**src/hw/issel_regs.svh**
```systemverilog
// issel_regs.svh: register map, field layout, reset values and selector codes
// of the interrupt source selector; assumes a 32-bit APB address space.
`ifndef ISSEL_REGS_SVH
`define ISSEL_REGS_SVH

`define ISSEL_ADDR_SEL_HIGH 32'h019C_0000
`define ISSEL_ADDR_SEL_LOW 32'h019C_0004
`define ISSEL_ADDR_POLARITY 32'h019C_0008
`define ISSEL_ADDR_PIN_ENABLE 32'h019C_000C
`define ISSEL_ADDR_PIN_DIR 32'h019C_0010
`define ISSEL_ADDR_GIE 32'h019C_0014
`define ISSEL_ADDR_GPIO_STATUS 32'h019C_0018
`define ISSEL_ADDR_GPIO_MASK 32'h019C_001C

`define ISSEL_SEL_LOW_RESET 32'h2507_18A4
`define ISSEL_SEL_HIGH_RESET 32'h0820_2D43
`define ISSEL_SEL_WMASK 32'h7FFF_7FFF
`define ISSEL_FIELD_W 5
`define ISSEL_FIELDS_PER_REG 6
`define ISSEL_PIN_LSB 4

`define ISSEL_CODE_HOST 5'h00
`define ISSEL_CODE_TIMER0 5'h01
`define ISSEL_CODE_TIMER1 5'h02
`define ISSEL_CODE_MEMIF 5'h03
`define ISSEL_CODE_GPIO4 5'h04
`define ISSEL_CODE_DMA 5'h08
`define ISSEL_CODE_EMU_XFER 5'h09
`define ISSEL_CODE_EMU_RX 5'h0A
`define ISSEL_CODE_EMU_TX 5'h0B
`define ISSEL_CODE_SER0_TX 5'h0C
`define ISSEL_CODE_SER0_RX 5'h0D
`define ISSEL_CODE_SER1_TX 5'h0E
`define ISSEL_CODE_SER1_RX 5'h0F
`define ISSEL_CODE_GPIO_ALL 5'h10
`define ISSEL_CODE_TWI0 5'h16
`define ISSEL_CODE_TWI1 5'h17
`define ISSEL_CODE_AUD0_TX 5'h1C
`define ISSEL_CODE_AUD0_RX 5'h1D
`define ISSEL_CODE_AUD1_TX 5'h1E
`define ISSEL_CODE_AUD1_RX 5'h1F

`endif

```
**src/hw/issel_pkg.sv**
```systemverilog
// issel_pkg: types shared by the interrupt source selector.
// assumes issel_regs.svh supplies the numeric constants.
package issel_pkg;

    typedef enum logic [1:0] {
        ISSEL_IDLE = 2'b01,
        ISSEL_ACCESS = 2'b10
    } issel_state_t;

    typedef logic [4:0] issel_code_t;

endpackage : issel_pkg

```
**src/hw/issel_top.sv**
```systemverilog
// issel_top: interrupt source selector with APB register slave and the
// edge logic of external pins 4-7.
// assumes peripheral events are one-cycle pulses synchronous to pclk.
//
// The APB register port was chosen for this implementation.
`include "issel_regs.svh"
`timescale 1ns/1ns
`default_nettype none

module issel_top
    import issel_pkg::*;
(
    input wire logic pclk,
    input wire logic presetn,
    input wire logic psel,
    input wire logic penable,
    input wire logic pwrite,
    input wire logic [31:0] paddr,
    input wire logic [31:0] pwdata,
    output logic [31:0] prdata,
    output logic pready,
    output logic pslverr,
    input wire logic reset_event,
    input wire logic nmi_event,
    input wire logic host_port_event,
    input wire logic timer_zero_event,
    input wire logic timer_one_event,
    input wire logic memory_interface_event,
    input wire logic dma_completion_event,
    input wire logic emulation_transfer_event,
    input wire logic emulation_receive_event,
    input wire logic emulation_transmit_event,
    input wire logic serial_port0_transmit_event,
    input wire logic serial_port0_receive_event,
    input wire logic serial_port1_transmit_event,
    input wire logic serial_port1_receive_event,
    input wire logic gpio_combined_event,
    input wire logic two_wire0_event,
    input wire logic two_wire1_event,
    input wire logic audio_port0_transmit_event,
    input wire logic audio_port0_receive_event,
    input wire logic audio_port1_transmit_event,
    input wire logic audio_port1_receive_event,
    input wire logic [3:0] external_interrupt_pin,
    output logic [15:0] cpu_int,
    output logic gpio_irq
);

    issel_state_t state_reg;
    logic [31:0] prdata_reg;
    logic pready_reg;
    logic pslverr_reg;
    logic [31:0] sel_high_reg;
    logic [31:0] sel_low_reg;
    logic [3:0] external_edge_polarity_reg;
    logic [3:0] gpio_pin_enable_reg;
    logic [3:0] gpio_pin_direction_reg;
    logic global_interrupt_enable_reg;
    logic [3:0] gpio_status_reg;
    logic [3:0] gpio_mask_reg;
    logic [3:0] gpio_status_next;
    logic [3:0] gpio_mask_next;
    logic gpio_irq_reg;
    logic [3:0] pin_last_reg;
    logic [3:0] gpio_event;
    logic [15:0] cpu_int_reg;
    logic [31:0] ev_vec;
    logic [11:0] line_hit;
    issel_code_t line_code [12];
    logic [31:0] rd_data;
    logic rd_hit;
    logic wr_en;
    logic [3:0] status_clr;

    assign prdata = prdata_reg;
    assign pready = pready_reg;
    assign pslverr = pslverr_reg;
    assign cpu_int = cpu_int_reg;
    assign gpio_irq = gpio_irq_reg;

    // apb: one wait-free access phase; pready is raised from the setup edge
    assign wr_en = (state_reg == ISSEL_ACCESS) && psel && penable && pwrite && pready_reg;

    always_comb begin
        rd_data = 32'h0000_0000;
        rd_hit = 1'b1;
        case (paddr)
            `ISSEL_ADDR_SEL_HIGH: rd_data = sel_high_reg;
            `ISSEL_ADDR_SEL_LOW: rd_data = sel_low_reg;
            `ISSEL_ADDR_POLARITY: rd_data[3:0] = external_edge_polarity_reg;
            `ISSEL_ADDR_PIN_ENABLE: rd_data[7:4] = gpio_pin_enable_reg;
            `ISSEL_ADDR_PIN_DIR: rd_data[7:4] = gpio_pin_direction_reg;
            `ISSEL_ADDR_GIE: rd_data[0] = global_interrupt_enable_reg;
            `ISSEL_ADDR_GPIO_STATUS: rd_data[3:0] = gpio_status_reg;
            `ISSEL_ADDR_GPIO_MASK: rd_data[3:0] = gpio_mask_reg;
            default: rd_hit = 1'b0;
        endcase
    end

    always_ff @(posedge pclk or negedge presetn) begin
        if (!presetn) begin
            state_reg <= ISSEL_IDLE;
            prdata_reg <= 32'h0000_0000;
            pready_reg <= 1'b0;
            pslverr_reg <= 1'b0;
        end else begin
            case (state_reg)
                ISSEL_IDLE: begin
                    if (psel && !penable) begin
                        state_reg <= ISSEL_ACCESS;
                        prdata_reg <= pwrite ? 32'h0000_0000 : rd_data;
                        pslverr_reg <= !rd_hit;
                        pready_reg <= 1'b1;
                    end
                end
                ISSEL_ACCESS: begin
                    if (!psel || (penable && pready_reg)) begin
                        state_reg <= ISSEL_IDLE;
                        prdata_reg <= 32'h0000_0000;
                        pslverr_reg <= 1'b0;
                        pready_reg <= 1'b0;
                    end
                end
                default: begin
                    state_reg <= ISSEL_IDLE;
                    pready_reg <= 1'b0;
                end
            endcase
        end
    end

    // selector registers; reserved bits 15 and 31 never store a one
    always_ff @(posedge pclk or negedge presetn) begin
        if (!presetn) begin
            sel_high_reg <= `ISSEL_SEL_HIGH_RESET;
            sel_low_reg <= `ISSEL_SEL_LOW_RESET;
        end else if (wr_en) begin
            if (paddr == `ISSEL_ADDR_SEL_HIGH)
                sel_high_reg <= pwdata & `ISSEL_SEL_WMASK;
            if (paddr == `ISSEL_ADDR_SEL_LOW)
                sel_low_reg <= pwdata & `ISSEL_SEL_WMASK;
        end
    end

    always_ff @(posedge pclk or negedge presetn) begin
        if (!presetn) begin
            external_edge_polarity_reg <= 4'h0;
            gpio_pin_enable_reg <= 4'h0;
            gpio_pin_direction_reg <= 4'h0;
            global_interrupt_enable_reg <= 1'b0;
        end else if (wr_en) begin
            case (paddr)
                `ISSEL_ADDR_POLARITY: external_edge_polarity_reg <= pwdata[3:0];
                `ISSEL_ADDR_PIN_ENABLE: gpio_pin_enable_reg <= pwdata[7:4];
                `ISSEL_ADDR_PIN_DIR: gpio_pin_direction_reg <= pwdata[7:4];
                `ISSEL_ADDR_GIE: global_interrupt_enable_reg <= pwdata[0];
                default: ;
            endcase
        end
    end

    // pins 4-7: an event only fires on an enabled pin configured as input
    always_ff @(posedge pclk or negedge presetn) begin
        if (!presetn)
            pin_last_reg <= 4'h0;
        else
            pin_last_reg <= external_interrupt_pin;
    end

    generate
        for (genvar p = 0; p < 4; p++) begin : g_pin
            logic rise;
            logic fall;
            assign rise = external_interrupt_pin[p] && !pin_last_reg[p];
            assign fall = !external_interrupt_pin[p] && pin_last_reg[p];
            assign gpio_event[p] = gpio_pin_enable_reg[p] && !gpio_pin_direction_reg[p]
                && (external_edge_polarity_reg[p] ? fall : rise);
        end
    endgenerate

    // gpio status: set wins over a write-one-to-clear in the same cycle
    assign status_clr = (wr_en && paddr == `ISSEL_ADDR_GPIO_STATUS) ? pwdata[3:0] : 4'h0;
    assign gpio_status_next = (gpio_status_reg & ~status_clr) | gpio_event;
    assign gpio_mask_next = (wr_en && paddr == `ISSEL_ADDR_GPIO_MASK) ? pwdata[3:0]
        : gpio_mask_reg;

    always_ff @(posedge pclk or negedge presetn) begin
        if (!presetn) begin
            gpio_status_reg <= 4'h0;
            gpio_mask_reg <= 4'h0;
            gpio_irq_reg <= 1'b0;
        end else begin
            gpio_status_reg <= gpio_status_next;
            gpio_mask_reg <= gpio_mask_next;
            gpio_irq_reg <= |(gpio_status_next & gpio_mask_next);
        end
    end

    // event table indexed by selector code; unlisted codes stay zero
    always_comb begin
        ev_vec = 32'h0000_0000;
        ev_vec[`ISSEL_CODE_HOST] = host_port_event;
        ev_vec[`ISSEL_CODE_TIMER0] = timer_zero_event;
        ev_vec[`ISSEL_CODE_TIMER1] = timer_one_event;
        ev_vec[`ISSEL_CODE_MEMIF] = memory_interface_event;
        ev_vec[`ISSEL_CODE_GPIO4 +: 4] = gpio_event;
        ev_vec[`ISSEL_CODE_DMA] = dma_completion_event;
        ev_vec[`ISSEL_CODE_EMU_XFER] = emulation_transfer_event;
        ev_vec[`ISSEL_CODE_EMU_RX] = emulation_receive_event;
        ev_vec[`ISSEL_CODE_EMU_TX] = emulation_transmit_event;
        ev_vec[`ISSEL_CODE_SER0_TX] = serial_port0_transmit_event;
        ev_vec[`ISSEL_CODE_SER0_RX] = serial_port0_receive_event;
        ev_vec[`ISSEL_CODE_SER1_TX] = serial_port1_transmit_event;
        ev_vec[`ISSEL_CODE_SER1_RX] = serial_port1_receive_event;
        ev_vec[`ISSEL_CODE_GPIO_ALL] = gpio_combined_event;
        ev_vec[`ISSEL_CODE_TWI0] = two_wire0_event;
        ev_vec[`ISSEL_CODE_TWI1] = two_wire1_event;
        ev_vec[`ISSEL_CODE_AUD0_TX] = audio_port0_transmit_event;
        ev_vec[`ISSEL_CODE_AUD0_RX] = audio_port0_receive_event;
        ev_vec[`ISSEL_CODE_AUD1_TX] = audio_port1_transmit_event;
        ev_vec[`ISSEL_CODE_AUD1_RX] = audio_port1_receive_event;
    end

    // field slots 3-5 skip bit 15/31, hence the extra one on the lsb
    generate
        for (genvar k = 0; k < 12; k++) begin : g_line
            localparam int SLOT = k % `ISSEL_FIELDS_PER_REG;
            localparam int LSB = SLOT * `ISSEL_FIELD_W + ((SLOT >= 3) ? 1 : 0);
            assign line_code[k] = (k < `ISSEL_FIELDS_PER_REG)
                ? sel_low_reg[LSB +: `ISSEL_FIELD_W]
                : sel_high_reg[LSB +: `ISSEL_FIELD_W];
            assign line_hit[k] = global_interrupt_enable_reg && ev_vec[line_code[k]];
        end
    endgenerate

    // bit index is the priority: the core serves bit 0 first
    always_ff @(posedge pclk or negedge presetn) begin
        if (!presetn) begin
            cpu_int_reg <= 16'h0000;
        end else begin
            cpu_int_reg[0] <= reset_event;
            cpu_int_reg[1] <= nmi_event;
            cpu_int_reg[3:2] <= 2'b00;
            cpu_int_reg[15:4] <= line_hit;
        end
    end
endmodule : issel_top

`default_nettype wire

```
**config.mk**
```make
export PLATFORM = sky130hd
export DESIGN_NAME = issel_top
export DESIGN_NICKNAME = d
export VERILOG_FILES = /design/src/hw/issel_pkg.sv /design/src/hw/issel_top.sv
export VERILOG_INCLUDE_DIRS = /design/src /design/src/hw
export SDC_FILE = /design/constraint.sdc
export NUM_CORES = 1
export LEC_CHECK = 0
export BUFFER_PORTS_ARGS = -buffer_cell sky130_fd_sc_hd__buf_2
export CORE_MARGIN = 4
export CORE_UTILIZATION = 35
export DETAILED_ROUTE_END_ITERATION = 6
export PLACE_DENSITY = 0.51
export REMOVE_ABC_BUFFERS = 1
export SETUP_SLACK_MARGIN = 0.4
export SLEW_MARGIN = 20
export SYNTH_ARGS = -nofsm -noshare
export SYNTH_HDL_FRONTEND = slang
export SYNTH_SLANG_ARGS = --single-unit
```
**constraint.sdc**
```tcl
create_clock -name pclk -period 2.9 [get_ports pclk]
set_input_delay 0.29 -clock pclk [delete_from_list [all_inputs] [get_ports pclk]]
set_output_delay 0.29 -clock pclk [all_outputs]
set_load 0.02 [all_outputs]
```
Word-level counts from Yosys, hierarchy flattened:

Cells that the tools add are included.

* bits in registers: 136
* latch bits: 0
* memory bits (writable): 0
* bits in read-only memories: 0
* bits of input ports: 94
* output and inout bits: 51
* memories: 0

* $add $sub $neg: 0
* multiply operators: 0
* divide/modulo/power cells: 0
* magnitude comparators: 12
* eq/ne operators: 12
* shift operators: 0
* multiplexer cells: 47
* bitwise logic cells: 4
* reductions and logical operators: 63

Operators by type and width (number)
* $eq 32x25->1 const B: 8
* $mux 32: 3
* $lt 5x6->1 const B: 12
* $pmux 32 s2: 1
* $bmux 1 s5: 12
* $pmux 23 s2: 1
* $logic_and 1x1->1: 36
* $mux 1: 20
* $pmux 4 s4: 1
* $logic_not 1->1: 15
* $pmux 3 s5: 1
* $reduce_and 2->1: 7
* $and 4x4->4: 2
* $mux 4: 2
* $reduce_or 8->1: 1
* $pmux 1 s6: 1
* $mux 2: 2
* $not 4->4: 1
* $or 4x4->4: 1
* $pmux 1 s2: 2
* $pmux 2 s2: 1
* $reduce_or 4->1: 1
* $reduce_and 3->1: 1
* $eq 2x1->1 const B: 1
* 5 further kinds: 5

Logic depth before layout (Yosys ltp):

Gate-level depths: netlist of run 1.

* depth after elaboration: 12
* gate-level depth with buffers: 8

Worst setup path after synthesis of run 1:

No wires, ideal clock.

* path type: register to register
* from: register state_reg[1]
* to: register gpio_irq_reg (netlist: gpio_irq)
* arrival time: 2.228 ns
* data required time: 2.774 ns
* setup slack: 0.546 ns
* stages on the path, launching flop included: 7
* path buffers: 0
* clock period less this slack: 2.354 ns
* path through: dfrtp_1 nor2b_1 nand4_1 nor4_1 mux2_2 a32o_1 a221o_1

* elaborated cells between the ends (all ways): 14
* classes of those cells: eq/ne: 1; mux: 2; bitwise: 4; reduce/logical: 7

RTL lines
* from (decl): line issel_top.sv:49 `issel_state_t state_reg;`
* from (signal assigned): line issel_top.sv:102 `state_reg <= ISSEL_IDLE;`
* from (signal assigned): line issel_top.sv:110 `state_reg <= ISSEL_ACCESS;`
* from (signal assigned): line issel_top.sv:118 `state_reg <= ISSEL_IDLE;`
* $eq 2x2->1: line issel_top.sv:82 `assign wr_en = (state_reg == ISSEL_ACCESS) && psel && penable && pwrite && pready_reg;`
* $logic_and 1x1->1 (4 in series): line issel_top.sv:82
* $logic_and 1x1->1 (no line)
* $mux 4: line issel_top.sv:184 `` assign gpio_mask_next = (wr_en && paddr == `ISSEL_ADDR_GPIO_MASK) ? pwdata[3:0] ``
* via gpio_mask_next[3]: line issel_top.sv:62 `logic [3:0] gpio_mask_next;`
* $and 4x4->4: line issel_top.sv:195 `gpio_irq_reg <= |(gpio_status_next & gpio_mask_next);`
* $reduce_or 4->1: line issel_top.sv:195
* to (signal assigned): line issel_top.sv:195
* to (decl): line issel_top.sv:63 `logic gpio_irq_reg;`

The timed path passes the listed nets, and every way through them passes these cells.
A chain may end at the register's enable or synchronous reset.

Worst setup path after layout of run 1:

Same ends and word-level chain as after synthesis.

==> results.md, run 1 <==
* Outcome: finished, final reports clean
* Final max-slew violation count at 0
* Most frequent cell after synthesis: dfrtp_1
* Fin nets at 920
* Core area at 22710 µm²
* Crit path required time at 3.21 ns
* Syn. warnings at 0
* ANT cells at 0
* Worst-margin pin slew at 0.7096 ns
* Fin crit share at 79.79%
* DP Worst Slack at around 0.40 ns
* Critical path class: flop to flop
* Synth unique cells at 47
* Reg-to-reg slack, setup at 0.59 ns
* Die area at around 26000 µm²
* Detail Placement HPWL at roughly 17000 µm
* Seq. cell area at 3354 µm²
* Min cycle time layout at 2.314 ns
* First-pass GRT wire length at 39800 µm
* Final Skew at 0.01099 ns
* Hold path endpoint: sel_high_reg[19]
* Clock root buffer: clkbuf_16
* R2R cell count at 7
* Final ANT Viol Nets at 0
* Largest net degree at the start of global routing at between 60 and 70
* Min-delay src: pwdata[19]
* Die X at ~160 µm
* Vias in the first global route at 6961
* DRC viols at 0
* Reg2reg start: state_reg[1]
* CP Launch Type: flop
* Vias at between 6000 and 7000
* Register area share after synthesis at 41.39%
* Fillers at about 2200
* Multi-input gate area at 4403 µm²
* CTS Buf Count at 17
* Lkg Pwr at around 4.1 nW
* Placer Congestion at 0.8279
* Clock transition at path regs at 0.06 ns
* #FFs+latches synth at 133
* Final worst setup slack at 0.5862 ns
* Ports at 145
* Final Util at 42.36%
* DP Cell Count at between 1000 and 1500
* Routed Wire Length at 25380 µm
* Cells after Synth at 719
* WP data arrival at 2.63 ns
* Clock sink count at around 130
* Initial antenna violation count at 0
* Setup violations, final at 0
* Row count at 55
* Clock Latency Late Sink at 0.43 ns
* Worst-path fanout max at 5
* GRT overflow at 0
* Yosys top cell area share at around a third
* Post-synth EDFFs at 0
* Post-synth top cells: dfrtp_1 (112), nand2_1 (65), mux2_2 (59)
* Syn Std Cell Area at a little over 8000 µm²
* VDD IR max at between 0.2 and 0.3 mV
* Max-cap violation count at 0
* Drt wl/cell at about 23 µm
* CTS H-tree depth at 4
* Min Hold Slack at 0.08328 ns
* Ratio of cells with drive above 1 in the final layout at 38.26%
* Hold Fails Final Rpt at 0
* FMAX at 432.2 MHz
* FFs w/ async S/R, synth at between 90% and 100%
* CTS tree: yes
* Unrepaired setup endpoints after global routing: no
* Hold crit path type: input pin to flop
* Hold path depth at 2
* Final Cell Area at 9620 µm²
* Most used DFF post-synth: dfrtp_1
* Synth top area cells: dfrtp_1 (35%), mux4_2 (13%), mux2_2 (8.2%)
* Initial Util at between 30% and 40%
* Normalized max-slew margin at 52.69%
* Resized Gates After CTS at 0
* Nature of the critical path endpoint: flop
* Non-Filler Instances at 1124
* Total GRT Usage at 19.80%
* Die Span Y at 160.2 µm
* Drt pass-1 iters at 5
* Vias/cell at 5.859
* Post-CTS setup buffer count at 0
* Avg Cell Area, Syn at 11.27 µm²
* Initial drt markers at 547
* PwrDens at 450.6 nW/µm²
* Placed Area at 8985 µm²
* CTS Buffer Depth at 2
* R2R Path End: gpio_irq
* Area Growth Syn to Fin at 18.69%
* Dominant cell type by area after synthesis: dfrtp_1
* Hold buffer count at CTS at 7
* Buffers on Ports at about 140
==> power by group <==
group          switching, W  leakage, nW  internal, W
logic              0.000219         2.04     0.000148
registers        0.00000822         1.76      0.00187
clock network      0.000880        0.267      0.00121
==> cell families (layout without fill, tap and decap cells) <==
logic type             after synthesis  count (layout)  synth area share [%]
AO/OA/AOI/OAI                      147             147                 11.61
XOR/XNOR                             1               1                0.1081
buffers and inverters               88             205                 4.430
flip-flops                         133             133                 41.39
multiplexers                       173             173                 30.15
other                                1               4               0.04627
AND/OR/NAND/NOR                    176             176                 12.27
==> through the flow <==
step	total power, W	setup TNS [ns]
after floorplan	0.002044	-7.566
after global placement	0.002259	0
after detailed placement	0.002270	0
after CTS	0.004381	0
after global routing	0.004503	0
final	0.004335	0
==> layer usage <==
layer | vias to the layer above | routed length (µm) | track usage (%)
met5 | - | 0 | 0
met4 | 0 | 469 | 6.257
met3 | 36 | 1246 | 4.000
met2 | 218 | 12770 | 33.39
met1 | 3394 | 10900 | 25.72
li1 | 2938 | - | -
==> placed cells by master, fill, tap and decap left out, drive strengths merged, types with 12 or more instances in the layout <==
cell / Yosys / layout
nor4b: 14 / 14
dfstp: 21 / 21
nand2: 65 / 65
clkbuf: 41 / 19
a22oi: 25 / 25
buf: 34 / 153
a21oi: 21 / 21
dfrtp: 112 / 112
a211oi: 12 / 12
o211ai: 27 / 27
nand3b: 19 / 19
o21ai: 41 / 41
a31oi: 13 / 13
nand3: 31 / 31
inv: 13 / 17
mux4: 48 / 48
mux2: 89 / 89
mux2i: 36 / 36
==> final cells by class <==
type,instances,area share [%]
Tap cell,285,3.707
Timing Repair Buffer,160,9.273
Multi-Input combinational cell,501,45.77
Clock inverter,13,1.275
Sequential cell,133,34.87
Clock buffer,19,4.604
Inverter,13,0.5072
==> critical path, stage by stage, from the launching register on <==
cell and delay, ns:
dfrtp_1 0.42, nor2b_1 0.20, nand4_1 0.23, nor4_1 0.30, buf_4 0.20, mux2_2 0.34
a32o_1 0.27, a221o_1 0.25
==> worst max-delay path by stage <==
stage	from	to	slack, ns	depth (start not counted)
2_1_floorplan	paddr[26]	sel_high_reg[12]	-0.26	6
3_3_place_gp	paddr[28]	gpio_irq	0.46	8
3_5_place_dp	paddr[5]	sel_high_reg[18]	0.40	8
4_1_cts	state_reg[1]	gpio_irq	0.59	7
5_1_grt	state_reg[1]	gpio_irq	0.43	7
6_report	state_reg[1]	gpio_irq	0.59	7
Power figures use the tool's default switching activity.
==> run 2, diff against run 1 <==
--- a/config.mk
+++ b/config.mk
@@ -10,7 +10,7 @@
 export CORE_MARGIN = 4
 export CORE_UTILIZATION = 35
 export DETAILED_ROUTE_END_ITERATION = 6
-export PLACE_DENSITY = 0.51
+export PLACE_DENSITY = 0.53
 export REMOVE_ABC_BUFFERS = 1
 export SETUP_SLACK_MARGIN = 0.4
 export SLEW_MARGIN = 20
==> constraint.sdc (replaced) <==
create_clock -name pclk -period 2.11 [get_ports pclk]
set_input_delay 0.211 -clock pclk [delete_from_list [all_inputs] [get_ports pclk]]
set_output_delay 0.211 -clock pclk [all_outputs]
set_load 0.02 [all_outputs]
==> results.md, run 2 (synthesis gave the netlist of run 1 again) <==
* Outcome: finished, violations left (was finished, final reports clean)
* Violated checks: setup timing
* Drt pass-1 iters at 5 (unchanged)
* Area Growth Syn to Fin at 37.30% (was 18.69%)
* Routed Wire Length at 27800 µm (was 25380 µm)
* Reg-to-reg slack, setup at -0.001 ns (was 0.59 ns)
* Vias/cell at 5.755 (was 5.859)
* Initial Util at 35.69% (unchanged)
* Lkg Pwr at 4.865 nW (was 4.059 nW)
* VDD IR max at 0.4579 mV (was 0.2939 mV)
* Ratio of cells with drive above 1 in the final layout at 53.59% (was 38.26%)
* Final ANT Viol Nets at 0 (unchanged)
* Fillers at 2064 (was 2176)
* Final Util at 49.00% (was 42.36%)
* Initial drt markers at 622 (was 547)
* Clock transition at path regs at 0.06 ns (about the same)
* Row count at 55 (unchanged)
* Worst-margin pin slew at 0.7160 ns (was 0.7096 ns)
* Largest net degree at the start of global routing at 50 (was 63)
* Core area at 22710 µm² (unchanged)
* Final worst setup slack at -0.001157 ns (was 0.5862 ns)
* First-pass GRT wire length at 40710 µm (was 39800 µm)
* Hold path endpoint: sel_high_reg[14] (was sel_high_reg[19])
* WP data arrival at 2.42 ns (was 2.63 ns)
* Hold Fails Final Rpt at 0 (unchanged)
* Final Cell Area at 11130 µm² (was 9620 µm²)
* Vias in the first global route at 6869 (was 6961)
* Placer Congestion at 0.7701 (was 0.8279)
* Unrepaired setup endpoints after global routing: yes (was no)
* Reg2reg start: state_reg[0] (was state_reg[1])
* PwrDens at 550.3 nW/µm² (was 450.6 nW/µm²)
* Fin nets at 986 (was 920)
* FMAX at 473.7 MHz (was 432.2 MHz)
* Total GRT Usage at 20.49% (was 19.80%)
* CTS tree: yes (unchanged)
* Fin crit share at 100.1% (was 79.79%)
* ANT cells at 0 (unchanged)
* Commonest non-fill, non-tap cell in the layout: buf_2 (unchanged)
* Non-Filler Instances at 1190 (was 1124)
* Die area at 25660 µm² (unchanged)
* Min cycle time layout at 2.111 ns (was 2.314 ns)
* Die X at 160.2 µm (unchanged)
* Detail Placement HPWL at 15990 µm (was 16730 µm)
* DP Cell Count at 1098 (was 1085)
* Crit path required time at 2.42 ns (was 3.21 ns)
* Buffers on Ports at 138 (unchanged)
* Nature of the critical path endpoint: flop (unchanged)
* Die Span Y at 160.2 µm (unchanged)
* Hold path depth at 2 (unchanged)
* Final max-slew violation count at 0 (unchanged)
* Setup violations, final at 1 (was 0)
* Critical path class: flop to flop (unchanged)
* Min-delay src: pwdata[14] (was pwdata[19])
* CTS Buffer Depth at 2 (unchanged)
* Final Skew at 0.009794 ns (was 0.01099 ns)
* Max-cap violation count at 0 (unchanged)
* DRC viols at 0 (unchanged)
* Worst-path fanout max at 3 (was 5)
* R2R cell count at 7 (unchanged)
* R2R Path End: gpio_irq (unchanged)
* Vias at 6848 (was 6586)
* CP Launch Type: flop (unchanged)
* Drt wl/cell at 23.36 µm (was 22.58 µm)
* Initial antenna violation count at 0 (unchanged)
* Most frequent cells in the layout: buf_2 (133), dfrtp_1 (106), mux2_4 (71) (was buf_2 (137), dfrtp_1 (112), nand2_1 (65))
* Hold crit path type: input pin to flop (unchanged)
* GRT overflow at 0 (unchanged)
* Placed Area at 9133 µm² (was 8985 µm²)
* Sum Neg Setup Slack at -0.001157 ns (was 0 ns)
* CTS H-tree depth at 4 (unchanged)
* Normalized max-slew margin at 52.27% (was 52.69%)
* Ports at 145 (unchanged)
* Clock Latency Late Sink at 0.43 ns (about the same)
* Clock sink count at 133 (unchanged)
* Clock root buffer: clkbuf_16 (unchanged)
* CTS Buf Count at 17 (unchanged)
[run 2: cell count changes in the layout (fill, tap and decap cells not counted), moves of 13 or more]
cell,change
a22oi_2,+22
mux2_1,-30
o21ai_0,-35
mux2_2,-41
o21ai_1,+30
buf_6,+18
mux2_4,+71
a22oi_1,-22
nand2_1,-13
buf_4,+29
[run 2: worst max path at each step]
| stage | to | start | slack, ns | cells past startpoint |
|---|---|---|---|---|
| 2_1_floorplan | sel_high_reg[12] | paddr[26] | -0.98 | 6 |
| 3_3_place_gp | gpio_irq | paddr[14] | -0.25 | 8 |
| 3_5_place_dp | gpio_irq | paddr[26] | -0.27 | 8 |
| 4_1_cts | gpio_irq | state_reg[0] | 0.06 | 7 |
| 5_1_grt | gpio_irq | state_reg[0] | -0.05 | 8 |
| 6_report | gpio_irq | state_reg[0] | -0.001 | 7 |
[run 2: what timing repair did]
item | 4_1_cts | 5_1_grt
buffers inserted | 27 | 11
pin swaps | 20 | 55
gates cloned | 6 | 5
hold endpoints to repair | 49 | 0
setup endpoints to repair | 117 | 111
hold buffers | 11 | 0
gates resized for setup | 52 | 178
[run 2: metrics by stage]
stage / power [W] / worst slack [ns] / hold WS (ns)
2_1_floorplan: 0.002809 / -0.9752 / -0.08459
3_3_place_gp: 0.003128 / -0.2486 / 0.1872
3_5_place_dp: 0.003128 / -0.2734 / 0.1904
4_1_cts: 0.006143 / 0.05997 / 0.001055
5_1_grt: 0.006341 / -0.05269 / 0.01723
6_report: 0.006123 / -0.001157 / 0.02677
[run 2: power breakdown]
| part | switching [W] | total [W] | internal, W |
|---|---|---|---|
| logic | 0.000318 | 0.000553 | 0.000235 |
| registers | 0.0000107 | 0.00258 | 0.00257 |
| clock network | 0.00124 | 0.00299 | 0.00175 |
[run 2: worst max-delay path, stage by stage (launching register included)]
cell,delay (ns)
dfstp_2,0.38
nor2b_2,0.12
nand4_1,0.23
nor4_2,0.26
buf_4,0.19
mux2_4,0.30
a32o_1,0.25
a221o_1,0.27
[run 2: metal layers]
layer	GRT usage [%]	part of all wire, %	vias up
li1	-	-	3077
met1	26.92	43	3472
met2	34.03	49	257
met3	4.774	6.0	42
met4	5.827	1.8	0
met5	0	0	-
[run 2: layout make-up]
class,count,area [µm²],share of cell area (%)
Multi-Input combinational cell,501,5031,45.21
Inverter,13,48.80,0.4385
Tap cell,285,356.6,3.204
Sequential cell,133,3366,30.25
Clock buffer,17,425.4,3.823
Clock inverter,15,155.1,1.394
Timing Repair Buffer,226,1745,15.68
